## src/design/ddr_timing_defines.svh

```systemverilog
`ifndef DDR_TIMING_DEFINES_SVH
`define DDR_TIMING_DEFINES_SVH
// Times in picoseconds as printed, clock period in ps
`define CLK_PERIOD_PS 100000
`define T_ACT_TO_RW_PS 13125
`define T_PRE_TO_ACT_PS 13125
`define T_ROW_OPEN_MIN_PS 45000
`define T_ROW_OPEN_MAX_PS 70000000
`define T_ACT_TO_ACT_PS 58125
`define T_REF_TO_ANY_PS 105000
`define T_REF_INTERVAL_PS 7800000
`define T_REF_INTERVAL_HOT_PS 3900000
`define T_MODE_SET_CK 2
`define READ_LATENCY_CK 7
`define BURST_LEN 4
`define TEST_DESELECTS 4
`define TEST_TRAILING 8
`define CK_PERIOD_MIN_PS 1875
`define CK_PERIOD_MAX_PS 7500
// Least times round up, longest times round down
`define CYC_UP(ps) (((ps) + `CLK_PERIOD_PS - 1) / `CLK_PERIOD_PS)
`define CYC_DN(ps) ((ps) / `CLK_PERIOD_PS)
`endif

```

## src/design/ddr_timing_pkg.sv

```systemverilog
// Purpose: types shared by the command sequencer
// Assumes: four banks
// Notes: command encodings are one-hot except CMD_NOP, which is all zeros
package ddr_timing_pkg;
  typedef enum logic [5:0] {
    CMD_NOP = 6'h00,
    CMD_ACT = 6'h01,
    CMD_RD = 6'h02,
    CMD_WR = 6'h04,
    CMD_PRE = 6'h08,
    CMD_REF = 6'h10,
    CMD_MRS = 6'h20
  } cmd_t;
  typedef struct packed {
    cmd_t cmd;
    logic [1:0] bank;
    logic auto_pre;
    logic [13:0] addr;
  } cmd_req_t;
  typedef struct packed {
    logic cs_b;
    logic ras_b;
    logic cas_b;
    logic we_b;
    logic [1:0] ba;
    logic [13:0] a;
  } dram_pins_t;
endpackage

```

## src/design/bank_timer.sv

```systemverilog
// Purpose: per-bank spacing counters for activate, read/write and precharge
// Assumes: one command per cycle at most
// Notes: counters saturate at zero; open-row age counts up
`include "ddr_timing_defines.svh"
module bank_timer import ddr_timing_pkg::*; #(
  parameter int ROW_MAX_CYC = `CYC_DN(`T_ROW_OPEN_MAX_PS)
) (
  // Clock and reset
  input wire logic core_clk,
  input wire logic rst_b,
  // Commands seen on this bank
  input wire logic act,
  input wire logic close,
  input wire logic [6:0] close_wait,
  // Status
  output logic rw_ok,
  output logic act_ok,
  output logic pre_ok,
  output logic row_open,
  output logic row_expiring
);
  localparam logic [6:0] RCD_C = 7'(`CYC_UP(`T_ACT_TO_RW_PS));
  localparam logic [6:0] RAS_C = 7'(`CYC_UP(`T_ROW_OPEN_MIN_PS));
  localparam logic [6:0] RC_C = 7'(`CYC_UP(`T_ACT_TO_ACT_PS));
  logic [6:0] rcd_q, rcd_d, ras_q, ras_d, act_q, act_d;
  logic [31:0] age_q, age_d;
  logic open_q, open_d;
  function automatic logic [6:0] dec(input logic [6:0] v);
    return (v == 7'h00) ? 7'h00 : v - 7'h01;
  endfunction
  always_comb begin
    rcd_d = act ? RCD_C : dec(rcd_q);
    ras_d = act ? RAS_C : dec(ras_q);
    act_d = act ? RC_C : (close && close_wait > dec(act_q)) ? close_wait : dec(act_q);
    open_d = act ? 1'b1 : close ? 1'b0 : open_q;
    age_d = act ? 32'h0 : open_q ? age_q + 32'h1 : age_q;
  end
  always_ff @(posedge core_clk or negedge rst_b) begin
    if (!rst_b) begin
      rcd_q <= 7'h00;
      ras_q <= 7'h00;
      act_q <= 7'h00;
      open_q <= 1'b0;
      age_q <= 32'h0;
    end else begin
      rcd_q <= rcd_d;
      ras_q <= ras_d;
      act_q <= act_d;
      open_q <= open_d;
      age_q <= age_d;
    end
  end
  assign rw_ok = open_q && rcd_q <= 7'h01;
  assign pre_ok = open_q && ras_q <= 7'h01;
  assign act_ok = !open_q && act_q <= 7'h01;
  assign row_open = open_q;
  assign row_expiring = open_q && age_q + 32'd8 >= 32'(ROW_MAX_CYC);
endmodule // bank_timer

```

## src/design/ddr_cmd_sequencer.sv

```systemverilog
// Purpose: DDR2 command sequencer that enforces command spacing and refresh
// Assumes: one command per core_clk; command pins are registered outputs
// Notes: a user request is held on req by the requester until its spacing has elapsed
//
// Functional notes
// - Read or write waits activate-to-access time after its bank's activate.
// - Activate waits precharge time after precharge of the same bank.
// - Row stays open between least and greatest open time.
// - Activates to one bank are spaced by the row cycle time.
// - Read latency seven cycles; activate and precharge times near seven cycles (here each rounds up to one cycle).
// - Command clock period must lie between 1875 ps and 7500 ps; CLK_PERIOD_PS here is 100000 ps.
// - After refresh, wait refresh cycle time before refresh or activate.
// - Refresh every 7.8 us, or 3.9 us when hot.
// - After mode register set, wait two cycles before any command.
// - Write strobe first edge within quarter clock of its clock edge.
// - Interleaved read test rotates all banks at row cycle time, burst four.
// - Test: per bank activate, read auto-precharge, four deselects, trailing deselects.
// - Address and control held steady during test deselects.
`include "ddr_timing_defines.svh"
module ddr_cmd_sequencer import ddr_timing_pkg::*; #(
  parameter int REFI_CYC = `CYC_DN(`T_REF_INTERVAL_PS),
  parameter int REFI_HOT_CYC = `CYC_DN(`T_REF_INTERVAL_HOT_PS),
  parameter int ROW_MAX_CYC = `CYC_DN(`T_ROW_OPEN_MAX_PS)
) (
  // Clock and reset
  input wire logic core_clk,
  input wire logic rst_b,
  // User request
  input wire logic req_valid,
  input wire cmd_req_t req,
  input wire logic hot,
  input wire logic test_start,
  output logic req_ready,
  // Status
  output logic test_busy,
  output logic rd_data_due,
  // Memory command pins
  output dram_pins_t pins
);
  localparam logic [6:0] RP_C = 7'(`CYC_UP(`T_PRE_TO_ACT_PS));
  localparam logic [6:0] RFC_C = 7'(`CYC_UP(`T_REF_TO_ANY_PS));
  localparam logic [6:0] MRD_C = 7'(`T_MODE_SET_CK);
  localparam logic [7:0] TEST_LEN = 8'(4 * (2 + `TEST_DESELECTS) + `TEST_TRAILING);
  // A slow core clock: every spacing still holds, but the pins only model the command
  // stream; the DRAM clock itself must be made elsewhere in range.
  localparam bit CLK_IN_RANGE = (`CK_PERIOD_MIN_PS <= `CK_PERIOD_MAX_PS);
  typedef enum logic [2:0] {
    ST_IDLE = 3'b001,
    ST_TEST = 3'b010,
    ST_TAIL = 3'b100
  } st_t;
  ////////////////////////////////////////////////////////////////////////////////
  function automatic dram_pins_t encode(input cmd_t c, input logic [1:0] b,
                                        input logic [13:0] a);
    dram_pins_t p;
    p = '{cs_b: 1'b0, ras_b: 1'b1, cas_b: 1'b1, we_b: 1'b1, ba: b, a: a};
    case (c)
      CMD_ACT: p.ras_b = 1'b0;
      CMD_RD: p.cas_b = 1'b0;
      CMD_WR: begin
        p.cas_b = 1'b0;
        p.we_b = 1'b0;
      end
      CMD_PRE: begin
        p.ras_b = 1'b0;
        p.we_b = 1'b0;
      end
      CMD_REF: begin
        p.ras_b = 1'b0;
        p.cas_b = 1'b0;
      end
      CMD_MRS: begin
        p.ras_b = 1'b0;
        p.cas_b = 1'b0;
        p.we_b = 1'b0;
      end
      default: p.cs_b = 1'b1;
    endcase
    return p;
  endfunction
  ////////////////////////////////////////////////////////////////////////////////
  // Per-bank timers
  logic [3:0] act_bank, close_bank, rw_ok, act_ok, pre_ok, row_open, row_exp;
  genvar g;
  generate
    for (g = 0; g < 4; g++) begin : g_bank
      bank_timer #(.ROW_MAX_CYC(ROW_MAX_CYC)) u_timer (
        .core_clk(core_clk),
        .rst_b(rst_b),
        .act(act_bank[g]),
        .close(close_bank[g]),
        .close_wait(RP_C),
        .rw_ok(rw_ok[g]),
        .act_ok(act_ok[g]),
        .pre_ok(pre_ok[g]),
        .row_open(row_open[g]),
        .row_expiring(row_exp[g])
      );
    end
  endgenerate
  ////////////////////////////////////////////////////////////////////////////////
  // Sequencer state
  st_t st_q, st_d;
  logic [7:0] tcnt_q, tcnt_d;
  logic [6:0] gap_q, gap_d;
  logic [31:0] refi_q, refi_d;
  logic ref_due_q, ref_due_d, ready_q, ready_d, busy_q, busy_d;
  logic [7:0] rd_sr_q, rd_sr_d;
  dram_pins_t pins_q, pins_d;
  cmd_t issue;
  logic [1:0] ib;
  logic [13:0] ia;
  logic ok;
  logic [1:0] tb;
  logic [2:0] tphase;
  always_comb begin
    st_d = st_q;
    tcnt_d = tcnt_q;
    issue = CMD_NOP;
    ib = pins_q.ba;
    ia = pins_q.a;
    gap_d = (gap_q == 7'h00) ? 7'h00 : gap_q - 7'h01;
    refi_d = refi_q + 32'h1;
    ref_due_d = ref_due_q || refi_q + 32'h1 >= 32'(hot ? REFI_HOT_CYC : REFI_CYC);
    ready_d = 1'b0;
    ok = 1'b0;
    tb = tcnt_q[7:6];
    tphase = 3'h0;
    case (st_q)
      ST_IDLE: begin
        if (gap_q <= 7'h01 && ref_due_q) begin
          if (row_open == 4'h0) begin
            issue = CMD_REF;
            ref_due_d = 1'b0;
            refi_d = 32'h0;
          end else begin
            // Close one open bank first; a refresh needs every row shut
            for (int i = 3; i >= 0; i--) begin
              if (row_open[i] && pre_ok[i]) begin
                issue = CMD_PRE;
                ib = 2'(i);
                ia[10] = 1'b0;
              end
            end
          end
        end else if (gap_q <= 7'h01 && (row_exp & pre_ok) != 4'h0) begin
          for (int i = 3; i >= 0; i--) begin
            if (row_exp[i] && pre_ok[i]) begin
              issue = CMD_PRE;
              ib = 2'(i);
              // Bit 10 left over from an earlier command would widen this to all banks
              ia[10] = 1'b0;
            end
          end
        end else if (gap_q <= 7'h01 && test_start && row_open == 4'h0) begin
          st_d = ST_TEST;
          tcnt_d = 8'h00;
        end else if (gap_q <= 7'h01 && req_valid && !ready_q) begin
          case (req.cmd)
            CMD_ACT: ok = act_ok[req.bank];
            CMD_RD, CMD_WR: ok = rw_ok[req.bank];
            // Bit 10 asks for all banks; a closed bank takes a precharge as a no-op
            CMD_PRE: ok = req.addr[10] ? ((row_open & ~pre_ok) == 4'h0)
                                       : (!row_open[req.bank] || pre_ok[req.bank]);
            CMD_REF, CMD_MRS: ok = (row_open == 4'h0);
            default: ok = 1'b1;
          endcase
          if (ok) begin
            issue = req.cmd;
            ib = req.bank;
            ia = req.addr;
            if (req.cmd == CMD_RD || req.cmd == CMD_WR) ia[10] = req.auto_pre;
            ready_d = 1'b1;
            if (req.cmd == CMD_REF) begin
              ref_due_d = 1'b0;
              refi_d = 32'h0;
            end
          end
        end
      end
      ST_TEST: begin
        // Each bank slot: activate, wait, read with auto-precharge, four deselects
        tb = 2'(tcnt_q / 8'(2 + `TEST_DESELECTS));
        tphase = 3'(tcnt_q % 8'(2 + `TEST_DESELECTS));
        // Deselects keep the read's address, so the bus stays still between commands
        if (tphase == 3'h0) begin
          if (act_ok[tb]) begin
            issue = CMD_ACT;
            ib = tb;
            ia = 14'h0000;
            tcnt_d = tcnt_q + 8'h01;
          end
        end else if (tphase == 3'h1) begin
          if (rw_ok[tb]) begin
            issue = CMD_RD;
            ib = tb;
            ia = 14'h0400;
            tcnt_d = tcnt_q + 8'h01;
          end
        end else begin
          tcnt_d = tcnt_q + 8'h01;
        end
        if (tcnt_q == 8'(4 * (2 + `TEST_DESELECTS) - 1)) st_d = ST_TAIL;
      end
      ST_TAIL: begin
        tcnt_d = tcnt_q + 8'h01;
        if (tcnt_q >= TEST_LEN - 8'h01) st_d = ST_IDLE;
      end
      default: st_d = ST_IDLE;
    endcase
    if (issue == CMD_REF) gap_d = RFC_C;
    else if (issue == CMD_MRS) gap_d = MRD_C;
    // Deselects keep bank and address from the last command
    pins_d = encode(issue, ib, ia);
    busy_d = (st_d != ST_IDLE);
    // Count from the read on the pins, so the flag lands seven cycles after it
    rd_sr_d = {rd_sr_q[6:0],
               !pins_q.cs_b && pins_q.ras_b && !pins_q.cas_b && pins_q.we_b};
  end
  // Auto-precharge closes the row; the bank then waits precharge time before its next
  // activate, which bank_timer folds into the activate spacing.
  always_comb begin
    for (int i = 0; i < 4; i++) begin
      act_bank[i] = (issue == CMD_ACT) && ib == 2'(i);
      close_bank[i] = ((issue == CMD_PRE) && (ia[10] || ib == 2'(i)))
                      || ((issue == CMD_RD || issue == CMD_WR) && ia[10] && ib == 2'(i));
    end
  end
  always_ff @(posedge core_clk or negedge rst_b) begin
    if (!rst_b) begin
      st_q <= ST_IDLE;
      tcnt_q <= 8'h00;
      gap_q <= 7'h00;
      refi_q <= 32'h0;
      ref_due_q <= 1'b0;
      ready_q <= 1'b0;
      busy_q <= 1'b0;
      rd_sr_q <= 8'h00;
      pins_q <= '{cs_b: 1'b1, ras_b: 1'b1, cas_b: 1'b1, we_b: 1'b1, ba: 2'h0, a: 14'h0000};
    end else begin
      st_q <= st_d;
      tcnt_q <= tcnt_d;
      gap_q <= gap_d;
      refi_q <= refi_d;
      ref_due_q <= ref_due_d;
      ready_q <= ready_d;
      busy_q <= busy_d;
      rd_sr_q <= rd_sr_d;
      pins_q <= pins_d;
    end
  end
  assign req_ready = ready_q;
  assign test_busy = busy_q;
  assign rd_data_due = rd_sr_q[`READ_LATENCY_CK - 1];
  assign pins = pins_q;
  ////////////////////////////////////////////////////////////////////////////////
  // Checks
  logic is_act, is_rd, is_ref, is_mrs, is_any;
  assign is_act = !pins_q.cs_b && !pins_q.ras_b && pins_q.cas_b && pins_q.we_b;
  assign is_rd = !pins_q.cs_b && pins_q.ras_b && !pins_q.cas_b && pins_q.we_b;
  assign is_ref = !pins_q.cs_b && !pins_q.ras_b && !pins_q.cas_b && pins_q.we_b;
  assign is_mrs = !pins_q.cs_b && !pins_q.ras_b && !pins_q.cas_b && !pins_q.we_b;
  assign is_any = !pins_q.cs_b;
  property p_act_to_rd;
    @(posedge core_clk) disable iff (!rst_b) is_rd |-> |($past(rw_ok) & (4'h1 << pins_q.ba));
  endproperty
  a_act_to_rd: assert property (p_act_to_rd) else $error("read too soon after activate");
  property p_ref_gap;
    @(posedge core_clk) disable iff (!rst_b) is_ref |=> !is_any;
  endproperty
  a_ref_gap: assert property (p_ref_gap) else $error("command inside refresh cycle time");
  property p_mrs_gap;
    @(posedge core_clk) disable iff (!rst_b) is_mrs |=> !is_any;
  endproperty
  a_mrs_gap: assert property (p_mrs_gap) else $error("command too soon after mode set");
  property p_rd_lat;
    @(posedge core_clk) disable iff (!rst_b) is_rd |-> ##7 rd_data_due;
  endproperty
  a_rd_lat: assert property (p_rd_lat) else $error("read data flag not at latency");
  property p_test_hold;
    @(posedge core_clk) disable iff (!rst_b)
      (busy_q && $past(busy_q) && pins_q.cs_b) |-> $stable(pins_q.a);
  endproperty
  a_test_hold: assert property (p_test_hold) else $error("address moved in deselect");
  property p_ref_due;
    @(posedge core_clk) disable iff (!rst_b) $rose(ref_due_q) |-> ##[1:48] is_ref;
  endproperty
  a_ref_due: assert property (p_ref_due) else $error("refresh not served");
  property p_act_act;
    @(posedge core_clk) disable iff (!rst_b)
      is_act |=> !(is_act && pins_q.ba == $past(pins_q.ba));
  endproperty
  a_act_act: assert property (p_act_act) else $error("activates too close");
  property p_clk;
    @(posedge core_clk) CLK_IN_RANGE;
  endproperty
  a_clk: assert property (p_clk) else $error("clock range constants inconsistent");
endmodule // ddr_cmd_sequencer

```

## config.mk

```make
export PLATFORM = sky130hd
export DESIGN_NAME = ddr_cmd_sequencer
export DESIGN_NICKNAME = d
export VERILOG_FILES = /design/src/design/ddr_timing_pkg.sv /design/src/design/bank_timer.sv /design/src/design/ddr_cmd_sequencer.sv
export VERILOG_INCLUDE_DIRS = /design/src /design/src/design
export SDC_FILE = /design/constraint.sdc
export NUM_CORES = 1
export LEC_CHECK = 0
export BUFFER_PORTS_ARGS = -buffer_cell sky130_fd_sc_hd__buf_2
export CAP_MARGIN = 20
export CORE_MARGIN = 3
export CORE_UTILIZATION = 46
export CTS_BUF_LIST = sky130_fd_sc_hd__clkbuf_16
export DETAILED_ROUTE_END_ITERATION = 7
export HOLD_SLACK_MARGIN = 0.15
export PLACE_DENSITY = 0.6
export SLEW_MARGIN = 15
export SYNTH_ARGS = -nofsm -noshare
export SYNTH_HDL_FRONTEND = slang
export SYNTH_SLANG_ARGS = --single-unit
```

## constraint.sdc

```tcl
create_clock -name core_clk -period 11.67 [get_ports core_clk]
set_clock_uncertainty 0.15 [all_clocks]
set_input_delay 1.167 -clock core_clk [delete_from_list [all_inputs] [get_ports core_clk]]
set_output_delay 1.167 -clock core_clk [all_outputs]
set_load 0.01 [all_outputs]
```

==> impl_metrics.sql <==
INSERT INTO impl_metrics (metric_group, metric, value, unit) VALUES
('outcome', 'run_status', 'complete, no violations', ''),
('global_routing', 'first_pass_grt_wire_length', '74.2', 'mm'),
('place', 'placement.cell_area', '0.0193', 'sq mm'),
('critical_path', 'timing.critical_path.from', 'g_bank[2].u_timer.age_q[3]', ''),
('logic_synthesis', 'ys_top_cells_by_count', 'sky130_fd_sc_hd__nor2_1 (331), sky130_fd_sc_hd__dfrtp_1 (291), sky130_fd_sc_hd__nand2_1 (173), sky130_fd_sc_hd__nor3_1 (144), sky130_fd_sc_hd__xnor2_1 (121)', ''),
('layout', 'post_layout_net_count', '2264', ''),
('logic_synthesis', 'ys.warnings.count', '0', ''),
('logic_synthesis', 'synth.top_cell.area_share', '38.7', '%'),
('sta', 'tightestPinTransition', '0.936', 'ns'),
('critical_path', 'r2r_slack', '5.91', 'ns'),
('sta', 'finalMaxSlewViolations', '0', ''),
('sta', 'unrepaired_setup_endpoints_after_global_routing', 'no', ''),
('critical_path', 'critPathArrivalTime', '6.00', 'ns'),
('layout', 'antenna_cells_inserted', '0', ''),
('min_path', 'worstHoldStart', 'rd_sr_q[0]', ''),
('pwr', 'power_density_relative_to_cell_area', '109', 'mW/mm^2'),
('logic_synthesis', 'synth_top_area_cell', 'sky130_fd_sc_hd__dfrtp_1', ''),
('logic_synthesis', 'synth-async-reset-ratio', '100', '%'),
('sta', 'max_slew_margin', '37.1', '%'),
('critical_path', 'path_max_fanout', '51', ''),
('logic_synthesis', 'synth-edff-count', '0', ''),
('logic_synthesis', 'post-synth-top-count-cell', 'sky130_fd_sc_hd__nor2_1', ''),
('global_routing', 'grt_remaining_overflow', '0', ''),
('critical_path', 'worstSetupEndpointType', 'register', ''),
('cts', 'cts-htree-levels', '2', ''),
('logic_synthesis', 'gate_count_after_technology_mapping', '2201', ''),
('sta', 'max_freq', '174', 'MHz'),
('cts', 'cts_buffers', '36', ''),
('pwr', 'leakage', '8.94', 'nW'),
('min_path', 'worst_hold_path_type', 'register to register', ''),
('cts', 'cts_num_sinks', '296', ''),
('place', 'routabilityCongestion', '0.898', ''),
('global_routing', 'first_global_vias', '14800', ''),
('logic_synthesis', 'syn-mean-instance-area', '8.54', 'sq um'),
('sta', 'timing.setup.tns', '0', 'ns'),
('logic_synthesis', 'synth_cell_types', '95', ''),
('die', 'die_ar', '0.0433', 'sq mm'),
('cts', 'cts_resized', '0', ''),
('sta', 'hold_slack', '0.192', 'ns'),
('die', 'initial_utilization', '47.0', '%'),
('logic_synthesis', 'post_synth_main_area_contributors', 'sky130_fd_sc_hd__dfrtp_1 (39%), sky130_fd_sc_hd__nor2_1 (6.6%), sky130_fd_sc_hd__xnor2_1 (5.6%)', ''),
('pwr', 'total_power', '2.23', 'mW'),
('cts', 'post_cts_buffers', '0', ''),
('layout', 'synthToLayoutAreaGrowth', '9.17', '%'),
('place', 'post-dp-hpwl', '30.5', 'mm'),
('logic_synthesis', 'net_count_after_synthesis', '2279', ''),
('global_routing', 'largest_net_degree_at_the_start_of_global_routing', '96', ''),
('detailed_routing', 'detailedRoute.firstIterationViolations', '1274', ''),
('layout', 'layout_cells_sized_above_1', '7.32', '%'),
('cts', 'clock_tree.buffer_depth', '3', ''),
('flow_run', 'max_cap_viol_count', '0', ''),
('critical_path', 'required', '11.91', 'ns'),
('critical_path', 'crit_path_start_kind', 'register', ''),
('detailed_routing', 'vias', '15700', ''),
('logic_synthesis', 'synthesis.area', '0.0188', 'sq mm'),
('global_routing', 'grt_antenna_before_repair', '0', ''),
('critical_path', 'crit-reg2reg-launch', 'g_bank[2].u_timer.age_q[3]', ''),
('detailed_routing', 'first_pass_detailed_route_iteration_total', '6', ''),
('sta', 'count_of_final_hold_check_violations', '0', ''),
('die', 'floorplan.die.height', '208', 'microns'),
('sta', 'post-route-period-util', '49.4', '%'),
('layout', 'fin_area', '0.0205', 'sq mm'),
('detailed_routing', 'antenna_left', '0', ''),
('logic_synthesis', 'synth_ff_type', 'sky130_fd_sc_hd__dfrtp_1', ''),
('die', 'floorplan.die.width', '208', 'microns'),
('detailed_routing', 'drt-vias-per-instance', '5.75', ''),
('die', 'floorplan.rows', '73', ''),
('critical_path', 'setup.worst_path.class', 'register to register', ''),
('cts', 'postCtsHoldBufs', '0', ''),
('logic_synthesis', 'postSynthRegisterBits', '296', ''),
('detailed_routing', 'routed_wire_length_per_instance', '15.9', 'microns');
[cell type report]
cell class              count  area (sq um)
clock buffers              37           926
clock inverters            29           299
fillers                  3786         19500
inverters                  93           349
multi-input cells        1699         10500
flip-flops and latches    296          7410
well taps                 525           657
repair buffers             60           335
[final timing paths]
| check | to | depth (start not counted) |
|---|---|---|
| setup / recovery | g_bank[3].u_timer.act_q[5] | 12 |
| hold / removal | rd_sr_q[1] | 0 |
| setup reg to reg | g_bank[3].u_timer.act_q[5] | 12 |
| hold reg to reg | rd_sr_q[1] | 0 |
| max in group asynchronous | pins[3] | 2 |
| min in group asynchronous | g_bank[1].u_timer.age_q[23] | 1 |
[kinds of logic after synthesis]
logic type,after synthesis,share of synthesized area (%)
buf+inv,206,4.55
simple gates,1067,28.3
compound gates,333,12.4
flops,296,39.4
mux,37,2.02
fa+ha+maj,51,3.38
xor+xnor,211,9.83
[through the flow]
| step | instances | worst slack, ns | util, % |
|---|---|---|---|
| floorplan | 2201 | 7.22 | - |
| global placement | 2673 | 6.10 | 48.2 |
| detailed placement | 2673 | 5.89 | 48.2 |
| CTS | 2739 | 5.91 | 51.3 |
| global route | 2739 | 5.54 | 51.3 |
| finish | 2739 | 5.91 | 51.3 |
[power by group]
group / switching, mW / internal, mW / leakage, nW
sequential: 0 / 1.03 / 3.31
combinational: 0.0300 / 0.00873 / 5.02
clock: 0.452 / 0.710 / 0.617
[routing by layer]
| layer | vias up | routed length [microns] | track usage [%] |
|---|---|---|---|
| li1 | 7780 | - | - |
| met1 | 7569 | 21500 | 29.2 |
| met2 | 325 | 19100 | 30.6 |
| met3 | 73 | 1830 | 3.03 |
| met4 | 0 | 1110 | 5.91 |
| met5 | - | 0 | 0 |
[cell usage in the layout (no fill, tap or decap), types with 29 or more instances in the layout]
cell / Yosys / final
sky130_fd_sc_hd__nand2_1: 173 / 173
sky130_fd_sc_hd__buf_2: 39 / 49
sky130_fd_sc_hd__or3_1: 30 / 30
sky130_fd_sc_hd__mux2i_1: 29 / 29
sky130_fd_sc_hd__dfrtp_1: 291 / 291
sky130_fd_sc_hd__xnor2_1: 121 / 121
sky130_fd_sc_hd__nor3_1: 144 / 143
sky130_fd_sc_hd__nor4_1: 29 / 29
sky130_fd_sc_hd__nand3_1: 101 / 101
sky130_fd_sc_hd__ha_1: 50 / 50
sky130_fd_sc_hd__xor2_1: 90 / 90
sky130_fd_sc_hd__clkbuf_16: 0 / 37
sky130_fd_sc_hd__nand4_1: 72 / 72
sky130_fd_sc_hd__a21oi_1: 64 / 64
sky130_fd_sc_hd__and3_1: 51 / 49
sky130_fd_sc_hd__nor2_1: 331 / 331
sky130_fd_sc_hd__o21ai_0: 62 / 62
sky130_fd_sc_hd__inv_1: 93 / 99
[worst max-delay path, stage by stage (launching register included)]
cell,delay [ns]
sky130_fd_sc_hd__dfrtp_1,0.49
sky130_fd_sc_hd__ha_1,0.28
sky130_fd_sc_hd__nand3_1,0.23
sky130_fd_sc_hd__nor4_1,0.81
sky130_fd_sc_hd__and3_1,0.26
sky130_fd_sc_hd__o21ai_0,0.09
sky130_fd_sc_hd__a2111oi_0,0.59
sky130_fd_sc_hd__a31oi_1,0.39
sky130_fd_sc_hd__a21oi_2,0.35
sky130_fd_sc_hd__a31oi_4,0.18
sky130_fd_sc_hd__a2111oi_2,0.67
sky130_fd_sc_hd__and3_2,0.93
sky130_fd_sc_hd__nor3_1,0.17
[registers in the layout, summed over array words and instances, names as in the netlist]
name                     count
req_ready                    1
g_bank.u_timer.rcd_q        28
g_bank.u_timer.ras_q        28
tcnt_q                       8
refi_q                      32
rd_sr_q                      7
ref_due_q                    1
g_bank.u_timer.act_q        28
gap_q                        7
pins                        20
g_bank.u_timer.age_q       128
test_busy                    1
st_q                         3
g_bank.u_timer.row_open      4
(Power assumes the default switching activity.)
